$ cat src/include/jcu_pkg.sv
// Purpose: Shared constants and types for the character UART over the debug link.
// Assumes: 20 MHz system clock; link clock sampled as a plain input.
// Notes: Addresses are full byte addresses on the register port.
package jcu_pkg;
    // ****************************************
    // Register map.
    // ****************************************
    localparam int ADDR_W = 32;
    localparam int DATA_W = 32;
    localparam logic [31:0] CHAR_DATA_PORT_ADDR = 32'hff201000;
    localparam logic [31:0] UART_CONTROL_PORT_ADDR = 32'hff201004;
    localparam logic [31:0] EVENT_STATUS_ADDR = 32'hff201010;
    localparam logic [31:0] EVENT_MASK_ADDR = 32'hff201014;

    // ****************************************
    // Field layout.
    // ****************************************
    localparam int CHAR_W = 8;
    localparam int COUNT_LSB = 16;
    localparam int COUNT_W = 16;
    localparam int RX_VALID_BIT = 15;
    localparam int HOST_TOUCHED_BIT = 10;
    localparam int QUEUE_DEPTH = 64;

    // ****************************************
    // Event bits.
    // ****************************************
    localparam int EVT_W = 3;
    localparam int EVT_RX_ARRIVED = 0;
    localparam int EVT_RX_DROPPED = 1;
    localparam int EVT_TX_DROPPED = 2;
    localparam logic [EVT_W-1:0] EVT_RESET = 3'h0;

    // ****************************************
    // Link framing.
    // ****************************************
    localparam int FRAME_BITS = 9;
    localparam int BIT_CNT_W = 4;
    localparam int SYNC_STAGES = 2;

    typedef enum logic [0:0] {
        LINK_IDLE = 1'b0,
        LINK_SHIFT = 1'b1
    } jcu_link_state_t;
endpackage

$ cat src/rtl/jcu_queue.sv
// Purpose: Synchronous character queue with count, full and empty.
// Assumes: Single clock; push and pop may happen in the same cycle.
// Notes: The head word is visible combinationally while not empty.
`timescale 1ns/10ps
module jcu_queue #(
    parameter int WIDTH = 8,
    parameter int DEPTH = 64
) (
    input wire logic clk,
    input wire logic reset,
    input wire logic pushValid,
    output logic pushReady,
    input wire logic [WIDTH-1:0] pushData,
    output logic popValid,
    input wire logic popReady,
    output logic [WIDTH-1:0] popData,
    output logic [$clog2(DEPTH):0] count
);
    localparam int PTR_W = $clog2(DEPTH);

    // ****************************************
    // Storage and pointers.
    // ****************************************
    logic [WIDTH-1:0] store [DEPTH];
    logic [PTR_W-1:0] wrPtr;
    logic [PTR_W-1:0] rdPtr;
    logic doPush;
    logic doPop;

    generate
        if (DEPTH < 2 || (1 << PTR_W) != DEPTH) begin : gBadDepth
            $error("Queue depth must be a power of two of at least two.");
        end
    endgenerate

    assign pushReady = (count != (PTR_W+1)'(DEPTH));
    assign popValid = (count != '0);
    assign popData = store[rdPtr];
    assign doPush = pushValid && pushReady;
    assign doPop = popValid && popReady;

    // Writes the incoming word at the tail.
    always_ff @(posedge clk) begin
        if (doPush) begin
            store[wrPtr] <= pushData;
        end
    end

    // Moves the pointers and the fill count.
    always_ff @(posedge clk) begin
        if (reset) begin
            wrPtr <= '0;
            rdPtr <= '0;
            count <= '0;
        end else begin
            if (doPush) begin
                wrPtr <= wrPtr + 1'b1;
            end
            if (doPop) begin
                rdPtr <= rdPtr + 1'b1;
            end
            if (doPush && !doPop) begin
                count <= count + 1'b1;
            end else if (doPop && !doPush) begin
                count <= count - 1'b1;
            end
        end
    end
endmodule // jcu_queue

$ cat src/rtl/jcu_uart.sv
// Purpose: Character UART between a processor register port and a serial debug link.
// Assumes: Register port with one-cycle strobes; link pins are asynchronous to clk.
// Notes: Link frames carry nine bits each way while linkFrame is high.
//
// Behaviour
// - Four 32-bit registers; data at ff201000.
// - Control register sits at ff201004.
// - Receive queue holds up to 64 characters.
// - Character arriving at full receive queue dropped.
// - Data bits 31-16 give receive count.
// - Bit 15 set when receive queue nonempty.
// - Data read pops oldest, reports decremented count.
// - Empty read gives bit 15 zero.
// - Transmit queue holds up to 64 characters.
// - Data write appends bits 7-0 to transmit.
// - Data write leaves receive side untouched.
// - Control bits 31-16 give transmit free slots.
// - Write at full transmit queue is discarded.
// - Control bit 10 sets on host access.
// - Writing one to bit 10 clears it.
`timescale 1ns/10ps
module jcu_uart
    import jcu_pkg::*;
#(
    parameter int DEPTH = jcu_pkg::QUEUE_DEPTH
) (
    input wire logic clk,
    input wire logic reset,
    input wire logic [jcu_pkg::ADDR_W-1:0] regAddr,
    input wire logic [jcu_pkg::DATA_W-1:0] regWrData,
    input wire logic regWrite,
    input wire logic regRead,
    output logic [jcu_pkg::DATA_W-1:0] regRdData,
    output logic irq,
    input wire logic linkClk,
    input wire logic linkFrame,
    input wire logic linkDataIn,
    output logic linkDataOut
);
    import jcu_pkg::*;

    localparam int CNT_W = $clog2(DEPTH) + 1;

    generate
        if (DEPTH >= (1 << COUNT_W)) begin : gBadCount
            $error("Queue depth does not fit the count field.");
        end
    endgenerate

    // ****************************************
    // Address decode.
    // ****************************************
    logic selData;
    logic selCtrl;
    logic selStat;
    logic selMask;

    assign selData = (regAddr == CHAR_DATA_PORT_ADDR);
    assign selCtrl = (regAddr == UART_CONTROL_PORT_ADDR);
    assign selStat = (regAddr == EVENT_STATUS_ADDR);
    assign selMask = (regAddr == EVENT_MASK_ADDR);

    // ****************************************
    // Queues.
    // ****************************************
    logic rxPushValid;
    logic rxPushReady;
    logic [CHAR_W-1:0] rxPushData;
    logic rxPopValid;
    logic rxPopReady;
    logic [CHAR_W-1:0] rxHead;
    logic [CNT_W-1:0] rxCount;
    logic txPushValid;
    logic txPushReady;
    logic txPopValid;
    logic txPopReady;
    logic [CHAR_W-1:0] txHead;
    logic [CNT_W-1:0] txCount;
    logic [CNT_W-1:0] txFree;

    // Receive side: host to processor.
    jcu_queue #(
        .WIDTH(CHAR_W),
        .DEPTH(DEPTH)
    ) rxQueue (
        .clk(clk),
        .reset(reset),
        .pushValid(rxPushValid),
        .pushReady(rxPushReady),
        .pushData(rxPushData),
        .popValid(rxPopValid),
        .popReady(rxPopReady),
        .popData(rxHead),
        .count(rxCount)
    );

    // Transmit side: processor to host.
    jcu_queue #(
        .WIDTH(CHAR_W),
        .DEPTH(DEPTH)
    ) txQueue (
        .clk(clk),
        .reset(reset),
        .pushValid(txPushValid),
        .pushReady(txPushReady),
        .pushData(regWrData[CHAR_W-1:0]),
        .popValid(txPopValid),
        .popReady(txPopReady),
        .popData(txHead),
        .count(txCount)
    );

    // A data read pops only the receive queue; a data write pushes only the transmit queue.
    assign rxPopReady = regRead && selData;
    assign txPushValid = regWrite && selData;
    assign txFree = CNT_W'(DEPTH) - txCount;

    // ****************************************
    // Link pin synchronisers.
    // ****************************************
    logic [SYNC_STAGES-1:0] clkSync;
    logic [SYNC_STAGES-1:0] frameSync;
    logic [SYNC_STAGES-1:0] dinSync;
    logic clkLast;
    logic frameLast;

    // Two flip-flops on each link pin before any logic reads it.
    always_ff @(posedge clk) begin
        if (reset) begin
            clkSync <= '0;
            frameSync <= '0;
            dinSync <= '0;
        end else begin
            clkSync <= {clkSync[0], linkClk};
            frameSync <= {frameSync[0], linkFrame};
            dinSync <= {dinSync[0], linkDataIn};
        end
    end

    // Holds the previous settled values for edge finding.
    always_ff @(posedge clk) begin
        if (reset) begin
            clkLast <= 1'b0;
            frameLast <= 1'b0;
        end else begin
            clkLast <= clkSync[SYNC_STAGES-1];
            frameLast <= frameSync[SYNC_STAGES-1];
        end
    end

    logic linkRise;
    logic linkFall;
    logic frameStart;
    logic frameEnd;

    assign linkRise = clkSync[SYNC_STAGES-1] && !clkLast;
    assign linkFall = !clkSync[SYNC_STAGES-1] && clkLast;
    assign frameStart = frameSync[SYNC_STAGES-1] && !frameLast;
    assign frameEnd = !frameSync[SYNC_STAGES-1] && frameLast;

    // ****************************************
    // Link framing.
    // ****************************************
    jcu_link_state_t linkState;
    logic [FRAME_BITS-1:0] outShift;
    logic [FRAME_BITS-1:0] inShift;
    logic [BIT_CNT_W-1:0] bitCount;
    logic frameGood;

    assign frameGood = (bitCount == BIT_CNT_W'(FRAME_BITS)) && inShift[FRAME_BITS-1];
    assign txPopReady = (linkState == LINK_IDLE) && frameStart;
    assign rxPushValid = (linkState == LINK_SHIFT) && frameEnd && frameGood;
    assign rxPushData = inShift[CHAR_W-1:0];

    // Walks a frame: load outgoing word at start, shift on link edges, deliver at end.
    always_ff @(posedge clk) begin
        if (reset) begin
            linkState <= LINK_IDLE;
            outShift <= '0;
            inShift <= '0;
            bitCount <= '0;
        end else begin
            case (linkState)
                LINK_IDLE: begin
                    if (frameStart) begin
                        outShift <= {txPopValid, txHead};
                        inShift <= '0;
                        bitCount <= '0;
                        linkState <= LINK_SHIFT;
                    end
                end
                LINK_SHIFT: begin
                    if (frameEnd) begin
                        linkState <= LINK_IDLE;
                    end else begin
                        if (linkRise && bitCount != BIT_CNT_W'(FRAME_BITS)) begin
                            inShift <= {inShift[FRAME_BITS-2:0], dinSync[SYNC_STAGES-1]};
                            bitCount <= bitCount + 1'b1;
                        end
                        if (linkFall) begin
                            outShift <= {outShift[FRAME_BITS-2:0], 1'b0};
                        end
                    end
                end
                default: begin
                    linkState <= LINK_IDLE;
                end
            endcase
        end
    end

    // Drives the most significant outgoing bit, low outside frames.
    always_ff @(posedge clk) begin
        if (reset) begin
            linkDataOut <= 1'b0;
        end else if (linkState == LINK_SHIFT && !frameEnd) begin
            linkDataOut <= outShift[FRAME_BITS-1];
        end else if (linkState == LINK_IDLE && frameStart) begin
            linkDataOut <= txPopValid;
        end else begin
            linkDataOut <= 1'b0;
        end
    end

    // ****************************************
    // Host access flag.
    // ****************************************
    logic hostTouchedFlag;

    // Set by any frame start; cleared by writing one; a set in the same cycle wins.
    always_ff @(posedge clk) begin
        if (reset) begin
            hostTouchedFlag <= 1'b0;
        end else if (frameStart) begin
            hostTouchedFlag <= 1'b1;
        end else if (regWrite && selCtrl && regWrData[HOST_TOUCHED_BIT]) begin
            hostTouchedFlag <= 1'b0;
        end
    end

    // ****************************************
    // Events and interrupt.
    // ****************************************
    logic [EVT_W-1:0] evtStatus;
    logic [EVT_W-1:0] evtMask;
    logic [EVT_W-1:0] evtHit;
    logic [EVT_W-1:0] evtClear;

    assign evtHit[EVT_RX_ARRIVED] = rxPushValid && rxPushReady;
    assign evtHit[EVT_RX_DROPPED] = rxPushValid && !rxPushReady;
    assign evtHit[EVT_TX_DROPPED] = txPushValid && !txPushReady;
    assign evtClear = (regWrite && selStat) ? regWrData[EVT_W-1:0] : '0;

    // Sticky status bits; a new event outweighs a clear in the same cycle.
    always_ff @(posedge clk) begin
        if (reset) begin
            evtStatus <= EVT_RESET;
        end else begin
            evtStatus <= (evtStatus & ~evtClear) | evtHit;
        end
    end

    // Mask register, one enable per event.
    always_ff @(posedge clk) begin
        if (reset) begin
            evtMask <= EVT_RESET;
        end else if (regWrite && selMask) begin
            evtMask <= regWrData[EVT_W-1:0];
        end
    end

    // Level interrupt while any enabled event is pending.
    always_ff @(posedge clk) begin
        if (reset) begin
            irq <= 1'b0;
        end else begin
            irq <= |(evtStatus & evtMask);
        end
    end

    // ****************************************
    // Read data.
    // ****************************************
    logic [DATA_W-1:0] next_regRdData;

    // Forms the read word; unmapped addresses read zero.
    always_comb begin
        next_regRdData = '0;
        if (selData) begin
            if (rxPopValid) begin
                next_regRdData[COUNT_LSB +: COUNT_W] = COUNT_W'(rxCount - 1'b1);
                next_regRdData[RX_VALID_BIT] = 1'b1;
                next_regRdData[CHAR_W-1:0] = rxHead;
            end else begin
                next_regRdData[RX_VALID_BIT] = 1'b0;
            end
        end else if (selCtrl) begin
            next_regRdData[COUNT_LSB +: COUNT_W] = COUNT_W'(txFree);
            next_regRdData[HOST_TOUCHED_BIT] = hostTouchedFlag;
        end else if (selStat) begin
            next_regRdData[EVT_W-1:0] = evtStatus;
        end else if (selMask) begin
            next_regRdData[EVT_W-1:0] = evtMask;
        end
    end

    // Read data stand in the cycle after the read strobe only.
    always_ff @(posedge clk) begin
        if (reset) begin
            regRdData <= '0;
        end else if (regRead) begin
            regRdData <= next_regRdData;
        end else begin
            regRdData <= '0;
        end
    end
endmodule // jcu_uart

$ cat config.mk
export PLATFORM = sky130hd
export DESIGN_NAME = jcu_uart
export DESIGN_NICKNAME = d
export VERILOG_FILES = /design/src/include/jcu_pkg.sv /design/src/rtl/jcu_queue.sv /design/src/rtl/jcu_uart.sv
export SDC_FILE = /design/constraint.sdc
export NUM_CORES = 1
export LEC_CHECK = 0
export BUFFER_PORTS_ARGS = -buffer_cell sky130_fd_sc_hd__buf_4
export CELL_PAD_IN_SITES_DETAIL_PLACEMENT = 0
export CELL_PAD_IN_SITES_GLOBAL_PLACEMENT = 1
export CORE_MARGIN = 8
export CORE_UTILIZATION = 50
export CTS_BUF_LIST = sky130_fd_sc_hd__clkbuf_8
export DETAILED_ROUTE_END_ITERATION = 10
export PLACE_DENSITY = 0.86
export REMOVE_ABC_BUFFERS = 1
export SETUP_SLACK_MARGIN = 0.05
export SKIP_LAST_GASP = 1
export SLEW_MARGIN = 20
export SYNTH_ARGS = -nofsm -noshare
export SYNTH_HDL_FRONTEND = slang
export SYNTH_SLANG_ARGS = --single-unit
$ cat constraint.sdc
create_clock -name clk -period 12.3 [get_ports clk]
set_clock_uncertainty 0.1 [all_clocks]
set_input_delay 2.46 -clock clk [delete_from_list [all_inputs] [get_ports clk]]
set_output_delay 2.46 -clock clk [all_outputs]
set_load 0.01 [all_outputs]
======== Word level (Yosys, flattened, before mapping) ========
Memory sizes are Yosys's and may differ from the RTL's. A register that Yosys moved wholly into a read port is not among the register bits.
Index checks and enable logic that the tools add are counted.
operators by class
  reductions and logical operators ........ 49
  bitwise logic cells ..................... 9
  muxes and demuxes ....................... 41
  add/sub/neg operators ................... 11
  equality and inequality tests ........... 12
operators with widths
  operator                number
  $eq A32 B32 Y1 const B  4
  $mux W9                 6
  $pmux W9 S2             2
  $mux W7                 5
  $mux W16                2
  $logic_and A1 B1 Y1     26
  $add A6 B1 Y6 const B   4
  $mux W6                 4
  $mux W3                 5
  $add A7 B1 Y7 const B   2
  $ne A7 B7 Y1 const B    2
  $reduce_bool A7 Y1      2
  $sub A7 B1 Y7 const B   2
  $mux W4                 3
  $logic_not A1 Y1        11
  $mux W1                 11
  $mux W8                 1
  $pmux W4 S2             1
  $reduce_or A4 Y1        2
  $sub A7 B1 Y8 const B   1
  $sub A7 B7 Y7 const A   1
  $and A3 B3 Y3           2
  $ne A2 B2 Y1 const B    3
  $reduce_and A3 Y1       2
  11 further kinds        18
word-level totals
  register bits after elaboration ......... 110
  output and inout bits ................... 34
  memory bits (writable) .................. 1024
  memories kept ........................... 2
memory list
  memory         words  width  rd ports  clocked after Yosys merged registers in  wr ports  RTL line         text
  rxQueue.store  64     8      1         1                                        1         jcu_queue.sv:24  logic [WIDTH-1:0] store [DEPTH];
  txQueue.store  64     8      1         1                                        1         jcu_queue.sv:24

======== Depth between registers and ports, before layout ========
Gate-level depths: netlist of the first run.
  depth in word-level cells ............... 9
  gate-level depth with buffers ........... 16
  depth with buffers taken out ............ 15

======== Hierarchy ========
From an unflattened synthesis of the first run, not the netlist that was laid out.
second synthesis, totals
  cells, all modules ...................... 2529
  area, all modules ....................... 45432.3 µm²
by module, submodules not included
  module                instances  cells each  area an instance (µm²)
  jcu_queue at rxQueue  1          1123        21416.8
  jcu_queue at txQueue  1          1110        21369.2
  jcu_uart              1          296         2646.3

======== Worst setup path before layout of the first run ========
Ideal clock, no wire load.
  path kind ............................... input-to-reg
  start ................................... in regAddr[16] (netlist bit)
  end ..................................... reg txQueue.count[6]
  stages .................................. 14
  setup slack ............................. 6.161 ns
  data required time ...................... 12.072 ns
  arrival ................................. 5.911 ns
  path buffers ............................ 1
  cell sequence ........................... or4_1 or4_4 nor4_2 and2_0 clkbuf_1 ha_1 inv_1 fa_1 a21o_1 a21o_1 a211o_1 o211ai_1 xnor2_1 nor2_1
on the way
  word-level cells in the longest chain between the ends .. 6
ends and longest elaborated chain
  element                       RTL line         text
  start, declared               jcu_uart.sv:29   input wire logic [jcu_pkg::ADDR_W-1:0] regAddr,
  $eq A32 B32 Y1 *              jcu_uart.sv:58   assign selData = (regAddr == CHAR_DATA_PORT_ADDR);
  $logic_and A1 B1 Y1 *         jcu_uart.sv:115  assign txPushValid = regWrite && selData;
  $logic_and A1 B1 Y1 *         jcu_queue.sv:39  assign doPush = pushValid && pushReady;
  via txQueue.doPush            jcu_queue.sv:27  logic doPush;
  $logic_not A1 Y1              jcu_queue.sv:64  end else if (doPop && !doPush) begin
  $logic_and A1 B1 Y1           jcu_queue.sv:64
  $reduce_bool A2 Y1 (no line)  --
  end signal, assigned          jcu_queue.sv:63  count <= count + 1'b1;
  end signal, assigned          jcu_queue.sv:65  count <= count - 1'b1;
  end, declared                 jcu_queue.sv:17  output logic [$clog2(DEPTH):0] count
The timed path passes the listed nets; every way through them passes the cells marked *.
A chain may end at the register's enable or synchronous reset.

======== Final worst setup path of the first run ========
  start ................................... in regAddr[16] (netlist bit)
  end ..................................... reg txQueue.count[6]
on the way
  word-level cells in the longest chain between the ends .. 6
ends and longest elaborated chain
  element                       RTL line
  $eq A32 B32 Y1 *              jcu_uart.sv:58
  $logic_and A1 B1 Y1 *         jcu_uart.sv:115
  $logic_and A1 B1 Y1 *         jcu_queue.sv:39
  $logic_not A1 Y1              jcu_queue.sv:64
  $logic_and A1 B1 Y1           jcu_queue.sv:64
  $reduce_bool A2 Y1 (no line)  --
Every way passes the cells marked *; elsewhere a longest branch is shown, timed or not.

==> results of run 1 <==
[cell usage in the layout (no fill, tap or decap), drive strengths merged, types with 18 or more instances in the layout]
cell    instances
clkinv         56
nand2          71
xor2           23
buf            96
a22oi          57
inv            91
nand3          28
clkbuf        175
dfxtp         108
o21ai          18
mux4          255
edfxtp       1024
nor2b          24
nor2          201
a21oi          66
nand4          18
ha             22
mux2i          69
[power by group]
group	switching, µW	internal, µW	leakage [µW]
combinational	45.4	15.4	0.00332
clock	1390	1350	0.00181
sequential	2.33	4160	0.0102
[metrics by stage]
stage                     std cells  area [µm²]
after global routing           3791       49100
after global placement         3479       46000
after CTS                      3789       49100
final                          3791       49100
after detailed placement       3479       46000
after floorplan                2219       43800
[worst max-delay path by stage]
stage | from | to | slack (ps)
after CTS | regAddr[16] | txQueue.count[6]$_SDFFE_PP0P_ | 6450
after detailed placement | regAddr[16] | txQueue.count[6]$_SDFFE_PP0P_ | 5560
final | regAddr[16] | txQueue.count[6]$_SDFFE_PP0P_ | 6360
after floorplan | register | outShift[1]$_SDFFE_PP0P_ | 5510
after global routing | regAddr[16] | txQueue.count[6]$_SDFFE_PP0P_ | 6140
after global placement | regAddr[16] | txQueue.count[6]$_SDFFE_PP0P_ | 5580
[logic make-up after synthesis]
| group | Yosys count | synth area share (%) |
|---|---|---|
| flip-flops | 1132 | 74.0 |
| other | 1 | 0.00843 |
| AO/OA/AOI/OAI | 224 | 3.42 |
| adder cells (fa/ha/maj) | 24 | 0.709 |
| XOR/XNOR | 38 | 0.748 |
| buffers and inverters | 169 | 1.66 |
| AND/OR/NAND/NOR | 451 | 4.95 |
| multiplexers | 325 | 14.5 |
[metal layers]
| metal | track usage [%] | vias to the layer above |
|---|---|---|
| met2 | 31.0 | 1043 |
| met3 | 5.02 | 188 |
| met4 | 7.51 | 0 |
| met1 | 23.8 | 11500 |
| met5 | 0 | - |
| li1 | - | 9819 |
[state kept, by name, summed over array words and instances, names as in the netlist, 3 cells and up, named ones only]
register / count
txQueue.count: 7
evtStatus: 3
txQueue.rdPtr: 6
rxQueue.wrPtr: 6
outShift: 9
txQueue.wrPtr: 6
rxQueue.count: 7
regRdData: 18
rxQueue.store: 512
rxQueue.rdPtr: 6
txQueue.store: 512
bitCount: 4
evtMask: 3
inShift: 9
[critical path, delay by kind of cell]
kind                       cells  cell delay, ps
AOI/OAI and AO/OA              4             820
xor gates and xnor gates       1             140
adders and majority gates      2             670
and+or+nand+nor                5            2140
buffers and inverters          2             260
[area by class of cell]
type	instances	area, µm²
Fill cell	6426	39100
Sequential cell	1132	33000
Multi-Input combinational cell	1068	10800
Clock buffer	175	2410
Tap cell	1165	1460
Timing Repair Buffer	96	733
Clock inverter	135	634
Inverter	19	71.3
Antenna cell	1	2.50
[synthesized netlist by cell type, types with 14 or more instances]
cell / count / area share (%)
buf_2: 24 / 0.27
dfxtp_1: 108 / 4.9
xor2_1: 23 / 0.45
clkbuf_1: 74 / 0.62
a21oi_1: 66 / 0.74
nor2b_1: 24 / 0.34
a22oi_1: 57 / 0.96
ha_1: 22 / 0.62
nand4_1: 18 / 0.25
o21ai_0: 18 / 0.20
edfxtp_1: 1024 / 69
buf_4: 15 / 0.25
a211oi_1: 14 / 0.24
nand2_1: 71 / 0.60
nand3_1: 28 / 0.32
mux4_2: 255 / 13
buf_1: 33 / 0.28
mux2i_1: 69 / 1.6
xnor2_1: 15 / 0.30
nor2_1: 201 / 1.7
inv_1: 18 / 0.15
==> impl_results.rst, run 1 <==
.. list-table::
   :header-rows: 1

   * - Metric
     - Value
   * - Critical register-to-register path startpoint
     - linkState$_SDFF_PP0_
   * - Slew of the pin with the lowest slew margin
     - 1050 ps
   * - Number of global-route vias before repair
     - 23,200
   * - Crit-path max cell delay
     - between 600 and 700 ps
   * - Final-report hold violation count
     - 0
   * - Clk_lat worst skew
     - 820 ps
   * - Cell count of the worst hold path
     - 2
   * - Max rail drop VDD
     - 0.000153 V
   * - Total wire length after detailed routing
     - 94,400 µm
   * - Cell seen most often among critical-path stages
     - a21o_1
   * - Number of clock buffers inserted by TritonCTS
     - 172
   * - Post-synth EDFFs
     - 1,024
   * - Slowest cell on crit path
     - nor4_2
   * - Met2 wire length
     - approximately 48,000 µm
   * - Core Util, Final
     - 55.7%
   * - Worst hold path type
     - reg -> reg
   * - Sequential area share after synthesis
     - 74.0%
   * - Worst reg2reg endpoint
     - rxQueue.store[49][5]$_DFFE_PP_
   * - Critical Path Source Type
     - primary input
   * - Data arrival, critical path
     - 6500 ps
   * - Synth async-reset ratio
     - 0%
   * - Area of the core
     - 0.0882 mm²
   * - Total design power
     - approximately 7000 µW
   * - Height of the die
     - roughly 310 µm
   * - Largest driver fanout on the critical path
     - 8
   * - Count of nets after finishing
     - 2,584
   * - Critical Path RT
     - between 10,000 and 15,000 ps
   * - Summed negative setup slack over all endpoints
     - 0 ps
   * - Largest net degree at the start of global routing
     - 84
   * - Post-synth design cell area
     - ~0.044 mm²
   * - Cell count after synthesis
     - 2,364
   * - Number of optimization iterations in the first detailed-route pass
     - 5
   * - Max Clock Freq
     - 168 MHz
   * - Number of library cell types mapped by synthesis
     - 68
   * - Post-CTS setup buffers
     - 0
   * - Gr usage total
     - 18.8%
   * - Pwr/cell area
     - 142 mW/mm²
   * - Flop2flop setup slack
     - between 7000 and 8000 ps
   * - Rows
     - 109
   * - Setup repair after global routing missed its margin
     - false
   * - Initial antenna violation count
     - 2
   * - Post-DP HPWL
     - 57,300 µm
   * - Chain of cells forming the critical path
     - buf_4 -> or4_1 -> or4_4 -> nor4_2 -> and2_0 -> ha_1 -> inv_1 -> fa_1 -> a21o_1 -> a21o_1 -> a211o_1 -> o211ai_1 -> xnor2_1 -> nor2_1
   * - Quantity of gates resized following cts
     - 0
   * - Port Buffers
     - 75
   * - Count of boundary I/O pins
     - 105
   * - Final antenna-violating net count
     - 0
   * - Wire length on met1
     - 35,600 µm
   * - Worst hold slack
     - approximately 330 ps
   * - Starting Density
     - between 50% and 60%
   * - Vias after detailed routing
     - 22,600
   * - Routability cong.
     - between 0.8 and 0.9
   * - Number of pins exceeding their max-slew limit in the final report
     - 0
   * - Cts-stage hold buffer count
     - 0
   * - Total setup violations reported at the end of the flow
     - 0
   * - Synth Register Bits
     - around 1,100
   * - Sinks on Clock Net
     - between 1,000 and 1,500
   * - Max-cap violations
     - 0
   * - Result of the run
     - completed
   * - Met3 wire length
     - 7860 µm
   * - R2r worst-path depth
     - 6
   * - Remaining DRCs
     - 0
   * - Ratio of final minimum period to clock period
     - 48.3%
   * - Shortest period the worst path allows
     - 5940 ps
   * - Layout cells sized above 1
     - 22.9%
   * - Area added between synthesis and finish
     - 10.4%
   * - Drt wl/cell
     - 24.9 µm
   * - Worst hold start
     - hostTouchedFlag$_SDFFE_PP0P_
   * - Count of routing violations after the opening detailed-route iteration
     - around 2,000
   * - Worst setup slack after placement
     - ~5600 ps
   * - Via-per-instance ratio
     - around 6.0
   * - Endpoint with the worst hold slack
     - regRdData[10]$_SDFF_PP0_
   * - Crit. End Element
     - register
   * - Top metal layer carrying routed signals
     - met4
   * - Mean post-synth cell area
     - 18.8 µm²
   * - Clock Tree Buf Depth
     - 3
   * - Synth warnings
     - 0
   * - Flip-flop cell with the highest count after synthesis
     - edfxtp_1
   * - TritonCTS clock tree
     - yes
   * - First-pass GRT wire length
     - 141,000 µm
   * - Die W
     - approximately 310 µm
   * - Final worst-path setup slack
     - 6360 ps
   * - Leak pwr
     - 0.0153 µW
   * - Global-route congestion overflow total
     - 0
   * - Clock Pin Slew Worst Setup and Hold Paths
     - 60 ps
   * - Number of levels the H-tree was split into
     - 4
   * - Die Area
     - 0.0987 mm²
   * - Worst max-slew margin expressed relative to the limit
     - 29.7%
   * - Critical path class
     - in -> reg
   * - Cell at the root of the clock tree
     - clkbuf_8
Power figures use the tool's default switching activity.
==> inputs of run 2 (changes only) <==
==> constraint.sdc (replaced) <==
create_clock -name clk -period 5.99 [get_ports clk]
set_clock_uncertainty 0.1 [all_clocks]
set_input_delay 1.198 -clock clk [delete_from_list [all_inputs] [get_ports clk]]
set_output_delay 1.198 -clock clk [all_outputs]
set_load 0.01 [all_outputs]
==> run 2 against run 1 <==
Effect of this change:
- setup slack worse by 5000 ps
- sequential power grew 110%
- total power increased by 110%
- sequential cell count unchanged
- first-iteration DRC count is 11% higher
- largest power group unchanged
- core utilization up 0.17 points
- routed wire length up 1.1%
- global-route usage grew 0.21 points
- critical path type unchanged
- final cell count rose by 0.24%
- clock-buffer cell count grew 7
- hold slack better by 29 ps
==> impl_results.rst, run 2 (synthesis results as in run 1) <==
.. list-table::
   :header-rows: 1

   * - Metric
     - Value
   * - Max rail drop VDD
     - 0.000300 V (+96%)
   * - Total wire length after detailed routing
     - 95,400 µm (+1.1%)
   * - Biggest regs
     - rxQueue.store x512, txQueue.store x512, regRdData x18
   * - Result of the run
     - completed
   * - Post-DP HPWL
     - 58,400 µm (+1.9%)
   * - Clock Pin Slew Worst Setup and Hold Paths
     - 60 ps (about the same)
   * - Most common cell after layout, fill and taps aside
     - edfxtp_1
   * - Layout cells sized above 1
     - 23.2% (+0.31 points)
   * - TritonCTS clock tree
     - yes
   * - Count of boundary I/O pins
     - 105 (unchanged)
   * - Height of the die
     - 314 µm (unchanged)
   * - Global-route congestion overflow total
     - 0 (unchanged)
   * - Area of the core
     - 0.0882 mm² (unchanged)
   * - Count of routing violations after the opening detailed-route iteration
     - 2,241 (+11%)
   * - Commonest non-fill, non-tap cells in the layout
     - edfxtp_1 (1,024), mux4_2 (255), nor2_1 (200), clkbuf_8 (182), buf_4 (98)
   * - Initial antenna violation count
     - 1 (-1)
   * - Crit. End Element
     - register
   * - Summed negative setup slack over all endpoints
     - 0 ps (unchanged)
   * - Worst reg2reg endpoint
     - txQueue.count[6]$_SDFFE_PP0P_
   * - Total setup violations reported at the end of the flow
     - 0 (unchanged)
   * - Max Clock Freq
     - 214 MHz
   * - Die Area
     - 0.0987 mm² (unchanged)
   * - Count of nets after finishing
     - 2,588 (+0.15%)
   * - Largest driver fanout on the critical path
     - 8 (unchanged)
   * - Gr usage total
     - 19.0% (+0.21 points)
   * - Critical register-to-register path startpoint
     - txQueue.count[0]$_SDFFE_PP0P_
   * - Cts-stage hold buffer count
     - 0 (unchanged)
   * - Flop2flop setup slack
     - 1920 ps (-5920 ps)
   * - Capturing instance or port of the critical path
     - txQueue.count[6]$_SDFFE_PP0P_
   * - Port Buffers
     - 75 (unchanged)
   * - Leak pwr
     - 0.0154 µW (+0.43%)
   * - Critical path class
     - in -> reg
   * - Remaining DRCs
     - 0 (unchanged)
   * - Routability cong.
     - 0.821 (-0.64%)
   * - Vias after detailed routing
     - 22,800 (+1.0%)
   * - Max-cap violations
     - 0 (unchanged)
   * - Post-CTS setup buffers
     - 0 (unchanged)
   * - Worst max-slew margin expressed relative to the limit
     - 27.1% (-2.6 points)
   * - Slew of the pin with the lowest slew margin
     - 1080 ps (+24.5 ps)
   * - Critical Path Source Type
     - primary input
   * - Quantity of gates resized following cts
     - 0 (unchanged)
   * - Data arrival, critical path
     - 5200 ps (-1300 ps)
   * - Number of pins exceeding their max-slew limit in the final report
     - 0 (unchanged)
   * - Final-report hold violation count
     - 0 (unchanged)
   * - Critical path origin
     - regAddr[16]
   * - Number of levels the H-tree was split into
     - 4 (unchanged)
   * - Number of clock buffers inserted by TritonCTS
     - 172 (unchanged)
   * - Critical Path RT
     - 6530 ps (-6330 ps)
   * - Shortest period the worst path allows
     - 4660 ps
   * - Final cell count without fillers
     - 3,800 (+0.24%)
   * - Sinks on Clock Net
     - 1,132 (unchanged)
   * - Clock Tree Buf Depth
     - 3 (unchanged)
   * - Largest net degree at the start of global routing
     - 83 (-1.2%)
   * - Cell at the root of the clock tree
     - clkbuf_8
   * - Ratio of final minimum period to clock period
     - 77.8%
   * - Setup repair after global routing missed its margin
     - false
   * - Clk_lat worst skew
     - 820 ps (about the same)
   * - R2r worst-path depth
     - 15 (+9)
   * - Worst hold path type
     - reg -> reg
   * - Pwr/cell area
     - 294 mW/mm² (+110%)
   * - Number of global-route vias before repair
     - 23,200 (+0.13%)
   * - Rows
     - 109 (unchanged)
   * - Count of placed standard cells including taps
     - 3,484 (+0.14%)
   * - Starting Density
     - 50.4% (unchanged)
   * - Via-per-instance ratio
     - 6.01 (+0.78%)
   * - Area added between synthesis and finish
     - 10.8%
   * - First-pass GRT wire length
     - 142,000 µm (+1.0%)
   * - Drt wl/cell
     - 25.1 µm (+0.88%)
   * - Number of optimization iterations in the first detailed-route pass
     - 5 (unchanged)
   * - Final antenna-violating net count
     - 0 (unchanged)
   * - Die W
     - 314 µm (unchanged)
==> run 2: per-stage QoR <==
stage | util (%) | worst slack, ps | cell area [µm²] | hold slack, ps | total power (µW)
after floorplan | - | -796 | 43800 | 305 | 8740
after global placement | 52.2 | 596 | 46100 | 318 | 8830
after detailed placement | 52.2 | 540 | 46100 | 320 | 8840
after CTS | 55.8 | 1410 | 49200 | 359 | 14600
after global routing | 55.8 | 1150 | 49300 | 383 | 14900
final | 55.8 | 1330 | 49300 | 354 | 14500
==> run 2: routing by layer <==
layer	track usage [%]	up-vias	part of all wire (%)
met5	0	-	0
met4	7.46	0	3.3
met3	3.54	193	7.7
met2	31.4	1063	50
met1	25.2	11800	39
li1	-	9817	-
==> run 2: worst min-delay path by stage <==
stage / end / depth (start not counted) / slack, ps / from
3_3_place_gp: inShift[0]$_SDFFE_PP0P_ / 2 / 320 / dinSync[1]$_SDFF_PP0_
4_1_cts: regRdData[10]$_SDFF_PP0_ / 2 / 360 / hostTouchedFlag$_SDFFE_PP0P_
3_5_place_dp: regRdData[10]$_SDFF_PP0_ / 2 / 320 / hostTouchedFlag$_SDFFE_PP0P_
6_report: inShift[0]$_SDFFE_PP0P_ / 2 / 350 / dinSync[1]$_SDFF_PP0_
2_1_floorplan: regRdData[10]$_SDFF_PP0_ / 2 / 300 / hostTouchedFlag$_SDFFE_PP0P_
5_1_grt: regRdData[10]$_SDFF_PP0_ / 2 / 380 / hostTouchedFlag$_SDFFE_PP0P_
==> run 2: cell type report <==
class	instances	area, µm²
Clock inverter	132	644
Clock buffer	182	2500
Tap cell	1165	1460
Sequential cell	1132	32900
Antenna cell	2	5.00
Multi-Input combinational cell	1068	10900
Fill cell	6443	39000
Timing Repair Buffer	100	776
Inverter	19	71.3
==> run 2: power breakdown <==
part | switching [µW] | internal [µW]
combinational | 95.2 | 32.1
sequential | 5.02 | 8540
clock | 2890 | 2910
==> run 2: worst max-delay path: stages <==
cell      delay [ps]
buf_4            110
or4_1            520
or4_4            580
nor4_2           670
and2_0           320
ha_1             220
inv_1            150
fa_1             440
a21o_1           190
a21o_1           200
a211o_1          290
o211ai_1         110
xnor2_1          140
nor2_1            50
